**config.mk**
```make
export PLATFORM = sky130hd
export DESIGN_NAME = supply_line_manchester_port
export DESIGN_NICKNAME = d
export VERILOG_FILES = /design/src/supply_line_manchester_port.v
export VERILOG_INCLUDE_DIRS = /design/src
export SDC_FILE = /design/constraint.sdc
export NUM_CORES = 1
export LEC_CHECK = 0
export BUFFER_PORTS_ARGS = -buffer_cell sky130_fd_sc_hd__clkbuf_2
export CAP_MARGIN = 25
export CORE_MARGIN = 4
export CORE_UTILIZATION = 49
export DETAILED_ROUTE_END_ITERATION = 10
export PLACE_DENSITY = 0.71
export SLEW_MARGIN = 20
export SYNTH_ARGS = -nofsm -noshare
export SYNTH_HDL_FRONTEND = slang
export SYNTH_SLANG_ARGS = --single-unit
```
**constraint.sdc**
```tcl
create_clock -name sys_clk -period 5.5 [get_ports sys_clk]
set_clock_uncertainty 0.15 [all_clocks]
set_input_delay 0.825 -clock sys_clk [delete_from_list [all_inputs] [get_ports sys_clk]]
set_output_delay 0.825 -clock sys_clk [all_outputs]
set_load 0.02 [all_outputs]
```
**src/supply_line_manchester_port_map.vh**
```
// Constants for the supply-line Manchester programming port
`ifndef SUPPLY_LINE_MANCHESTER_PORT_MAP_VH
`define SUPPLY_LINE_MANCHESTER_PORT_MAP_VH

// ==========================================================
// Register bus byte offsets
`define REG_CTRL         4'h0
`define REG_STATUS       4'h4
`define REG_LAST_CMD     4'h8

// ==========================================================
// Control field positions and reset value
`define CTRL_DISABLE_BIT 0
`define CTRL_OTHER_BIT   1
`define CTRL_RESET       2'h0

// ==========================================================
// Frame layout
`define SPECIAL_ADDR     6'h3f
`define ACCESS_DATA      16'h62d2
`define LEN_READ         5'h0e
`define LEN_WRITE        5'h1e
`define CRC_BITS         5'h03
`define RESP_BITS        5'h18

// ==========================================================
// Checksum generator, x^3 terms below the top bit, and preset
`define CRC_POLY         3'h3
`define CRC_PRESET       3'h7

// ==========================================================
// Bit period limits in clock cycles (250 MHz)
`define MIN_PERIOD       16'h0010

`endif

```
**src/supply_line_manchester_port.v**
```verilog
// Supply-line Manchester programming port, device side
`timescale 1ns/10ps
`include "supply_line_manchester_port_map.vh"
`default_nettype none

module supply_line_manchester_port #(
  parameter CNT_W = 16
) (
  input  wire        sys_clk,
  input  wire        reset,
  input  wire        vcc_level,
  input  wire        angle_pwm_in,
  input  wire        die_strap_low,
  input  wire        die_strap_high,
  output reg         pwm_out,
  output reg         pwm_oe,
  input  wire [3:0]  avs_address,
  input  wire        avs_read,
  input  wire        avs_write,
  input  wire [31:0] avs_writedata,
  output reg  [31:0] avs_readdata,
  output reg         avs_waitrequest
);

  // ==========================================================
  // Receiver states
  localparam [1:0] S_IDLE = 2'd0;
  localparam [1:0] S_SYNA = 2'd1;
  localparam [1:0] S_SYNB = 2'd2;
  localparam [1:0] S_BITS = 2'd3;
  // S_IDLE waits for the first rise, the mid edge of sync cell one.
  // S_SYNA waits for the falling boundary between the two sync cells.
  // S_SYNB times rise to rise, which is exactly one bit period.
  // S_BITS takes one mid-cell edge per period until the frame is full.

  // ==========================================================
  // Receiver, command and transmitter state

  reg [1:0]       rx_st_q;
  reg [CNT_W-1:0] cnt_q;
  reg [CNT_W-1:0] per_q;
  reg [4:0]       nbit_q;
  reg [28:0]      sr_q;
  reg [2:0]       crc_q;
  reg             rw_q;
  reg             line_q;
  reg [1:0]       ctrl_q;
  reg             prog_q;
  reg [1:0]       die_q;
  reg [2:0]       err_q;
  reg [2:0]       snap_q;
  reg             cmd_v_q;
  reg             cmd_rw_q;
  reg             cmd_ok_q;
  reg [3:0]       cmd_tgt_q;
  reg [5:0]       cmd_addr_q;
  reg [15:0]      cmd_data_q;
  reg             tx_busy_q;
  reg [CNT_W-1:0] tx_hp_q;
  reg [CNT_W-1:0] tx_cnt_q;
  reg             tx_half_q;
  reg [4:0]       tx_nbit_q;
  reg [23:0]      tx_sr_q;
  // Byte store reached by commands; even writes fill a byte pair.
  // Kept small on purpose: the real target map sits outside this block.
  reg [7:0]       mem [0:63];
  reg             abort_set;

  // Timing windows: a mid edge counts from 3/4 of a period on, and
  // silence beyond 5/4 of a period means the sender lost its edges.
  // Boundary edges fall at half a period and never look like bits.

  // ==========================================================
  // Receiver helpers
  wire            rise   = vcc_level & ~line_q;
  wire            edge_w = vcc_level ^ line_q;
  wire            bitv   = ~vcc_level;
  wire [CNT_W-1:0] early = per_q - (per_q >> 2);
  wire [CNT_W-1:0] late  = per_q + (per_q >> 2);
  wire            rw_now = (nbit_q == 5'd0) ? bitv : rw_q;
  wire [4:0]      flen   = rw_now ? `LEN_READ : `LEN_WRITE;
  wire [29:0]     fr     = {sr_q, bitv};
  wire            fb     = bitv ^ crc_q[2];
  wire            dis    = ctrl_q[`CTRL_DISABLE_BIT];
  wire            mid    = edge_w && (cnt_q >= early);

  // ==========================================================
  // Line edge history and strap sampling
  // Straps are taken as static levels; a strap change between frames
  // only shifts the die number used for the next command.
  always @(posedge sys_clk) begin
    if (reset) begin
      line_q <= 1'b0;
      die_q  <= 2'b00;
    end else begin
      line_q <= vcc_level;
      die_q  <= {die_strap_high, die_strap_low};
    end
  end

  // ==========================================================
  // Manchester receiver: sync timing, bit sampling, checksum
  // The period is re-measured on every frame so each command may use
  // its own rate. The checksum runs over every bit after the sync
  // cells and before the three check bits, most significant first.
  // A frame faster than the minimum period is dropped quietly, since
  // its cells could not be told apart reliably.
  always @(posedge sys_clk) begin
    if (reset) begin
      rx_st_q    <= S_IDLE;
      cnt_q      <= {CNT_W{1'b0}};
      per_q      <= {CNT_W{1'b1}};
      nbit_q     <= 5'd0;
      sr_q       <= 29'd0;
      crc_q      <= `CRC_PRESET;
      rw_q       <= 1'b0;
      cmd_v_q    <= 1'b0;
      cmd_rw_q   <= 1'b0;
      cmd_ok_q   <= 1'b0;
      cmd_tgt_q  <= 4'h0;
      cmd_addr_q <= 6'h00;
      cmd_data_q <= 16'h0000;
      abort_set  <= 1'b0;
    end else begin
      cmd_v_q   <= 1'b0;
      abort_set <= 1'b0;
      if (dis) begin
        rx_st_q <= S_IDLE;
      end else begin
        case (rx_st_q)
          S_IDLE: begin
            cnt_q <= {CNT_W{1'b0}};
            if (rise)
              rx_st_q <= S_SYNA;
          end
          // First sync cell ends with a falling boundary edge
          S_SYNA: begin
            cnt_q <= cnt_q + 1'b1;
            if (edge_w)
              rx_st_q <= S_SYNB;
            if (&cnt_q)
              rx_st_q <= S_IDLE;
          end
          // Rise to rise across the sync cells is one period
          S_SYNB: begin
            cnt_q <= cnt_q + 1'b1;
            if (rise) begin
              per_q  <= cnt_q + 1'b1;
              cnt_q  <= {CNT_W{1'b0}};
              nbit_q <= 5'd0;
              crc_q  <= `CRC_PRESET;
              if (cnt_q >= `MIN_PERIOD)
                rx_st_q <= S_BITS;
              else
                rx_st_q <= S_IDLE;
            end else if (&cnt_q) begin
              rx_st_q <= S_IDLE;
            end
          end
          // Boundary edges arrive near half a period and are skipped
          S_BITS: begin
            cnt_q <= cnt_q + 1'b1;
            if (mid) begin
              cnt_q  <= {CNT_W{1'b0}};
              nbit_q <= nbit_q + 1'b1;
              sr_q   <= fr[28:0];
              if (nbit_q == 5'd0)
                rw_q <= bitv;
              if (nbit_q + 5'd1 <= flen - `CRC_BITS)
                crc_q <= {crc_q[1:0], 1'b0} ^ (fb ? `CRC_POLY : 3'h0);
              if (nbit_q + 5'd1 == flen) begin
                rx_st_q  <= S_IDLE;
                cmd_v_q  <= 1'b1;
                cmd_rw_q <= rw_now;
                cmd_ok_q <= (crc_q == fr[2:0]);
                if (rw_now) begin
                  cmd_tgt_q  <= fr[12:9];
                  cmd_addr_q <= fr[8:3];
                end else begin
                  cmd_tgt_q  <= fr[28:25];
                  cmd_addr_q <= fr[24:19];
                  cmd_data_q <= fr[18:3];
                end
              end
            end else if (cnt_q > late) begin
              rx_st_q   <= S_IDLE;
              abort_set <= 1'b1;
            end
          end
          default: rx_st_q <= S_IDLE;
        endcase
      end
    end
  end

  // ==========================================================
  // Command decode
  // Commands act one cycle after their last bit. Access and exit codes
  // skip target matching; everything else needs programming mode,
  // a good checksum and a target bit of this die or a broadcast.
  // A read that finds the transmitter busy is dropped and only flagged.
  wire bcast   = (cmd_tgt_q == 4'h0);
  wire hit     = bcast | cmd_tgt_q[die_q];
  wire special = ~cmd_rw_q & (cmd_addr_q == `SPECIAL_ADDR);
  wire good    = cmd_v_q & cmd_ok_q;
  wire act     = good & prog_q & hit & ~special;
  wire start   = act & cmd_rw_q & ~tx_busy_q;
  wire bc_flag = bcast | ctrl_q[`CTRL_OTHER_BIT];
  wire [1:0] id_rep = bc_flag ? 2'b00 : die_q;
  // Odd addresses read one byte with the upper byte forced to zero
  wire [5:0] ra   = cmd_addr_q;
  wire [15:0] rdat = ra[0] ? {8'h00, mem[ra]}
                           : {mem[ra], mem[ra | 6'h01]};
  // Last half of the last bit: the response is over on this edge
  wire tx_end = tx_busy_q & tx_half_q & (tx_cnt_q == tx_hp_q)
              & (tx_nbit_q == `RESP_BITS - 5'd1);
  // Set wins over the clear that follows a reported response
  wire [2:0] err_set = {abort_set,
                        cmd_v_q & tx_busy_q,
                        cmd_v_q & ~cmd_ok_q};

  // ==========================================================
  // Mode, error flags and target register store
  // Flags reported in a response are snapshotted at its start, so a
  // flag raised while the response is on the line survives the clear
  // and goes out in the next response instead of being lost.
  // The disable bit wins over any code that completes in the same cycle.
  always @(posedge sys_clk) begin : exec_p
    integer i;
    if (reset) begin
      prog_q <= 1'b0;
      err_q  <= 3'b000;
      snap_q <= 3'b000;
      for (i = 0; i < 64; i = i + 1)
        mem[i] <= 8'h00;
    end else begin
      err_q <= (err_q & ~(tx_end ? snap_q : 3'b000)) | err_set;
      if (start)
        snap_q <= err_q;
      // Mode changes only on the disable bit or on a frame that checked out
      if (dis) begin
        prog_q <= 1'b0;
      end else if (good & special) begin
        prog_q <= (cmd_data_q == `ACCESS_DATA);
      end
      // Writes land even while a response is going out
      if (act & ~cmd_rw_q) begin
        if (ra[0]) begin
          mem[ra] <= cmd_data_q[7:0];
        end else begin
          mem[ra]         <= cmd_data_q[15:8];
          mem[ra | 6'h01] <= cmd_data_q[7:0];
        end
      end
    end
  end

  // ==========================================================
  // Response transmitter, half cells of the measured period
  // Each half cell lasts half the measured period rounded down, so an
  // odd period answers one cycle per bit faster; the controller has
  // to tolerate that small skew. A one is high then low on the line.
  // Frame: two zero sync bits, die number, flags, then sixteen data bits.
  wire tx_lvl = tx_sr_q[23] ^ tx_half_q;

  always @(posedge sys_clk) begin
    if (reset) begin
      tx_busy_q <= 1'b0;
      tx_hp_q   <= {CNT_W{1'b0}};
      tx_cnt_q  <= {CNT_W{1'b0}};
      tx_half_q <= 1'b0;
      tx_nbit_q <= 5'd0;
      tx_sr_q   <= 24'h000000;
    end else if (start) begin
      // Load status and data in send order, sync bits first
      tx_busy_q <= 1'b1;
      tx_hp_q   <= (per_q >> 1) - 1'b1;
      tx_cnt_q  <= {CNT_W{1'b0}};
      tx_half_q <= 1'b0;
      tx_nbit_q <= 5'd0;
      tx_sr_q   <= {2'b00, id_rep, bc_flag, err_q, rdat};
    end else if (tx_busy_q) begin
      // Shift at the end of each second half cell
      tx_cnt_q <= tx_cnt_q + 1'b1;
      if (tx_cnt_q == tx_hp_q) begin
        tx_cnt_q  <= {CNT_W{1'b0}};
        tx_half_q <= ~tx_half_q;
        if (tx_half_q) begin
          tx_sr_q   <= {tx_sr_q[22:0], 1'b0};
          tx_nbit_q <= tx_nbit_q + 1'b1;
          if (tx_end)
            tx_busy_q <= 1'b0;
        end
      end
    end
  end

  // ==========================================================
  // Open-drain output: angle data unless in programming mode
  // The pin is only ever pulled low; the pull-up makes the high level.
  // Entering programming mode cuts any angle pulse short at once.
  always @(posedge sys_clk) begin
    if (reset) begin
      pwm_out <= 1'b0;
      pwm_oe  <= 1'b0;
    end else begin
      pwm_out <= 1'b0;
      if (prog_q)
        pwm_oe <= tx_busy_q & ~tx_lvl;
      else
        pwm_oe <= ~angle_pwm_in;
    end
  end

  // ==========================================================
  // Avalon slave: one wait state, then a one-cycle answer
  // Requests are taken while waitrequest is high; waitrequest drops
  // for exactly one cycle with the read data already in place.
  // Only the control word is writable; unmapped reads return zero.
  wire req = avs_read | avs_write;
  // Status: bit0 mode, bit1 die zero, bit2 responding, bits5:3 flags.
  // Last command: address, direction, target and data of the last frame.

  always @(posedge sys_clk) begin
    if (reset) begin
      avs_waitrequest <= 1'b1;
      avs_readdata    <= 32'h0000_0000;
      ctrl_q          <= `CTRL_RESET;
    end else begin
      avs_waitrequest <= ~(req & avs_waitrequest);
      if (req & avs_waitrequest) begin
        case (avs_address)
          `REG_CTRL:     avs_readdata <= {30'h0, ctrl_q};
          `REG_STATUS:   avs_readdata <= {26'h0, err_q, tx_busy_q,
                                          die_q == 2'b00, prog_q};
          `REG_LAST_CMD: avs_readdata <= {cmd_data_q, 4'h0, cmd_tgt_q,
                                          1'b0, cmd_rw_q, cmd_addr_q};
          default:       avs_readdata <= 32'h0000_0000;
        endcase
      end
      // Write lands on the edge where the master sees wait low
      if (avs_write & ~avs_waitrequest & (avs_address == `REG_CTRL))
        ctrl_q <= avs_writedata[1:0];
    end
  end

endmodule // supply_line_manchester_port

`default_nettype wire

```
; ---- After elaboration in Yosys (flattened, before gate mapping)
; Memory sizes are Yosys's and may differ from the RTL's. A register that Yosys moved wholly into a read port is not among the register bits.
; Index checks and enable logic that the tools add are counted.
; W data, S select, Z words.
[totals]
regBits = 210
mem_bits_rw = 512
out_inout_bits = 35
mem_count = 1
[mem_list]
columns = name, words, width, read_ports, rd_ports_with_merged_regs, write_ports, line_no
row1 = mem, 64, 8, 2, 2, 64, supply_line_manchester_port.v:66  ; reg [7:0] mem [0:63];
[op_classes]
addsub = 8
order_cmp = 5
n_eq_ne = 19
muxes = 65
bitwise_logic = 45
reduce_logical = 27
[ops]
columns = operator, count
row1 = $pmux W32 S3, 1
row2 = $mux W22, 4
row3 = $mux W16, 4
row4 = $pmux W16 S4, 1
row5 = $mux W6, 7
row6 = $add A16 B1 Y16 const B, 2
row7 = $mux W8, 3
row8 = $mux W1, 22
row9 = $mux W2, 11
row10 = $and A1 B1 Y1, 19
row11 = $add A16 B14 Y16, 1
row12 = $eq A16 B15 Y1 const B, 1
row13 = $eq A16 B16 Y1, 1
row14 = $ge A16 B16 Y1, 1
row15 = $ge A16 B5 Y1 const B, 1
row16 = $gt A16 B16 Y1, 1
row17 = $reduce_and A16 Y1, 1
row18 = $reduce_or A8 Y1, 2
row19 = $sub A15 B1 Y16 const B, 1
row20 = $sub A16 B14 Y16, 1
row21 = $mux W5, 3
row22 = $not A1 Y1, 15
row23 = $reduce_and A5 Y1, 3
row24 = $mux W3, 4
row25 = other kinds (35), 59

; ---- Depth between registers and ports, before layout
[depth]
ltp_word = 12
ltp_mapped = 20

; ---- Worst setup path before layout
; Ideal clock, no wire load.
[synth_path]
path_type = flip-flop to flip-flop
from = register per_q[2]
to = register with a tool-made name
setup_ns = 0.097
arrival_time_ns = 4.294
required_time_ns = 5.253
slack_ns = 0.959
stages_incl_launch_ff = 19
n_path_buf = 2
synth_period_minus_slack_ns = 4.541
cell_sequence = dfxtp_1 ha_1 inv_1 fa_1 a21o_1 a21oi_1 o21ai_0 a41o_1 or4_1 a211o_1 o211ai_1 ha_1 a21o_1 a21oi_1 a21boi_0 clkbuf_1 nor3_1 clkbuf_1 a211oi_1
[synth_rtl]
columns = item, line_no
row1 = from (decl), supply_line_manchester_port.v:41  ; reg [CNT_W-1:0] per_q;
row2 = from (signal assigned), supply_line_manchester_port.v:112  ; per_q <= {CNT_W{1'b1}};
row3 = from (signal assigned), supply_line_manchester_port.v:148  ; per_q <= cnt_q + 1'b1;

; ---- Final worst setup path
[layout_path]
from = register per_q[2]
to = register cmd_data_q[1]
[layout_between]
elab_chain_cells = 4
[layout_rtl]
columns = item, line_no
row1 = $sub A16 B14 Y16, supply_line_manchester_port.v:78  ; wire [CNT_W-1:0] early = per_q - (per_q >> 2);
row2 = $ge A16 B16 Y1, supply_line_manchester_port.v:85  ; wire mid = edge_w && (cnt_q >= early);
row3 = $logic_and A1 B1 Y1, supply_line_manchester_port.v:85
row4 = $reduce_and A5 Y1 (no line), n/a
row5 = to (signal assigned), supply_line_manchester_port.v:182  ; cmd_data_q <= fr[18:3];
row6 = to (decl), supply_line_manchester_port.v:57  ; reg [15:0] cmd_data_q;
; Every way passes these cells.
; A chain may end at the register's enable or synchronous reset.

==> run metrics <==
status=complete, no violations; PortBufs=42; CTS buffer count=73; WL per Instance=26.0 um; P_leak=13.7 nW; DIE AREA=0.0807 mm2; Worst-path clk slew=60 ps; Yosys cell types=91; Least-Margin Pin Slew=1040 ps; post-synth top area share=41.2%; Starting Density=49.8%; Top cell by count, worst path=a21oi_1; vias in the first global route=26402; PD cells=298 mW/mm2; Sink Count=723; final non-filler cell total=4130; Inserted Diodes=0; via-per-instance ratio=6.64; most common cell after layout, fill and taps aside=edfxtp_1; Max Cap Viol=0; final critical-path share of the clock period=94.8%; die height=284 um; setup bufs post-CTS=0; prevailing post-synth register cell=edfxtp_1; largest fanout on the critical path=44; Worst VDD drop=0.232 mV; Setup WS post-layout=287 ps; endpoints failing setup=0; CTS tree=built; Clock Latency Late Sink=630 ps; RSZ-0062 raised after global routing=false; Mapped Avg Cell Area=11.7 um2; Util after Layout=54.2%; clk root buf=clkbuf_16; DP Worst Slack=389 ps; final hold violation count=0; Ports=79; WS Path Type=flip-flop to flip-flop; DR iter-0 viols=3453; GP Congestion=0.942; Sequential Area=0.0196 mm2; Hold-fix buffers, CTS=0; Slew headroom=30.3%; post-synthesis sequential area ratio=52.5%; minimum clock period=5210 ps; Top delay family on crit path=compound AO/OA/AOI/OAI gates; 1st-pass router iterations=8; CTS H-tree lvls=3; placed insts=3994; antenna violations before repair=0; global-route wire length before repair=163 mm; multi-input combinational cell area=0.0164 mm2; layout cells sized above 1=14.7%; Post-synth ARST share=0%; via count=27443; Crit-path slowest cell=dfxtp_1; largest net degree at the start of global routing=76; crit-path max cell delay=460 ps; Post-DRT Antenna Nets=0; Yosys Warn Count=0; Netlist Area Pre-Place=0.0373 mm2; Placed Area=0.0382 mm2; worst hold path type=primary input to flip-flop; HPWL after DPL=71.2 mm; Die Wd=284 um; CP required=5880 ps; Setup TNS=0 ps; cell taking the most area after synthesis=edfxtp_1; CP bufs+invs=2; # fillers=6131; CP Capture Type=flip-flop; most frequent cells in the layout=512 x edfxtp_1, 437 x nor2_1, 222 x a22o_1; cell area after layout=0.0406 mm2; total grt overflow=0; Final Max Tran Viols=0; GRT Total Usage=25.9%; final net count=3220; core area=0.0749 mm2; CTS Buffer Depth=3; crit-path cells=ha_1, inv_1, fa_1, a21o_1, a21oi_1, o21ai_0, a41o_1, or4_1, a211o_1, o211ai_1, ha_1, a21o_1, a21oi_1, a21boi_2, buf_4, o21ai_0, a21oi_1; crit start category=flip-flop; synth top area cells=edfxtp_1 41%, dfxtp_1 11%, mux4_2 7.8%; Routed WL=107 mm; synthesized flop and latch total=723; Post-CTS Resized=0; Worst EP arrival=5590 ps; Mapped Cells=3181; number of flops mapped to enable cells by yosys=512; Max Freq=0.192 GHz; Rows=100; Remaining DRCs=0; Area Overhead vs Synth=8.74%
-- power breakdown --
part	internal (W)	leakage [nW]	switching (W)
Combinational	0.000325	5.97	0.000552
Sequential	0.00601	6.60	0.0000991
Clock	0.00297	1.18	0.00212
Total	0.00931	13.7	0.00277
-- registers in the layout (all words and copies together), names as in the netlist, 4 cells and up, named ones only --
| register | cells |
|---|---|
| tx_nbit_q | 5 |
| mem | 512 |
| cnt_q | 16 |
| nbit_q | 5 |
| tx_sr_q | 24 |
| per_q | 16 |
| tx_hp_q | 16 |
| cmd_data_q | 16 |
| cmd_addr_q | 6 |
| avs_readdata | 27 |
| tx_cnt_q | 16 |
| sr_q | 28 |
| cmd_tgt_q | 4 |
-- per-stage QoR --
stage / hold slack, ps / power [W]
after floorplan: 274 / 0.00680
after CTS: 264 / 0.0121
after global placement: 281 / 0.00703
final: 281 / 0.0121
after global routing: 306 / 0.0124
after detailed placement: 293 / 0.00708
-- worst register-to-register path: cells and delay by family (launching register included) --
kind / cells / cell delay (ps)
adder cells (fa/ha/maj): 3 / 920
AO/OA/AOI/OAI: 11 / 2680
AND/OR/NAND/NOR: 1 / 460
buffers and inverters: 2 / 480
flip-flops: 1 / 460
-- path summary, 6_finish.rpt --
| path | from | to | slack (ps) | cells after the start |
|---|---|---|---|---|
| max reg2reg | per_q[2]$_SDFFE_PP1P_ | cmd_data_q[1]$_SDFFE_PP0P_ | 290 | 17 |
| min reg2reg | snap_q[2]$_SDFFE_PP0P_ | err_q[2]$_SDFF_PP0_ | 310 | 1 |
| min | die_strap_high | die_q[1]$_SDFF_PP0_ | 280 | 2 |
| max | per_q[2]$_SDFFE_PP1P_ | cmd_data_q[1]$_SDFFE_PP0P_ | 290 | 17 |
-- cells in the mapped netlist, types with 12 or more instances --
cell       instances
or3_1             40
mux2i_1          118
nor2_1           438
nor2_8            16
xor2_1            29
nand4_1           27
inv_1             48
buf_4             20
nand2_1          146
nand2_2           27
nor2_2            16
and3_1            22
ha_1              71
edfxtp_1         512
a22oi_1           53
a31oi_1           17
dfxtp_1          211
or4_1             12
clkbuf_1         167
nand2b_1          16
a21oi_1          105
nand3_1           99
a211oi_1          30
xnor2_1           63
a22o_1           222
nor3_1            39
o22ai_1           12
buf_1             15
o211ai_1          18
o21ai_0          109
nor2b_1           16
mux4_2           130
o2bb2ai_1         35
buf_2             63
a221oi_1          35
-- layout make-up --
| type | count | share of cell area (%) |
|---|---|---|
| Sequential cell | 723 | 48.3 |
| Multi-Input combinational cell | 2143 | 40.4 |
| Clock buffer | 101 | 5.10 |
| Tap cell | 969 | 2.99 |
| Timing Repair Buffer | 112 | 1.86 |
| Clock inverter | 32 | 0.863 |
| Inverter | 50 | 0.462 |
-- per-layer routing --
layer / GRT usage [%] / part of all wire [%] / wire, um / up-vias
met2: 40.0 / 45 / 48400 / 1703
met4: 9.05 / 3.6 / 3880 / 0
met5: 0 / 0 / 0 / -
met3: 5.16 / 11 / 12300 / 212
li1: - / - / - / 11986
met1: 36.7 / 40 / 42600 / 13542
-- cell families after synthesis --
logic type      synth area share, %
fa+ha+maj                      2.49
buf+inv                        3.76
mux                            11.9
compound gates                 14.4
other cells                  0.0100
xor+xnor                       2.16
simple gates                   12.9
flops                          52.5
Power figures use the tool's default switching activity.
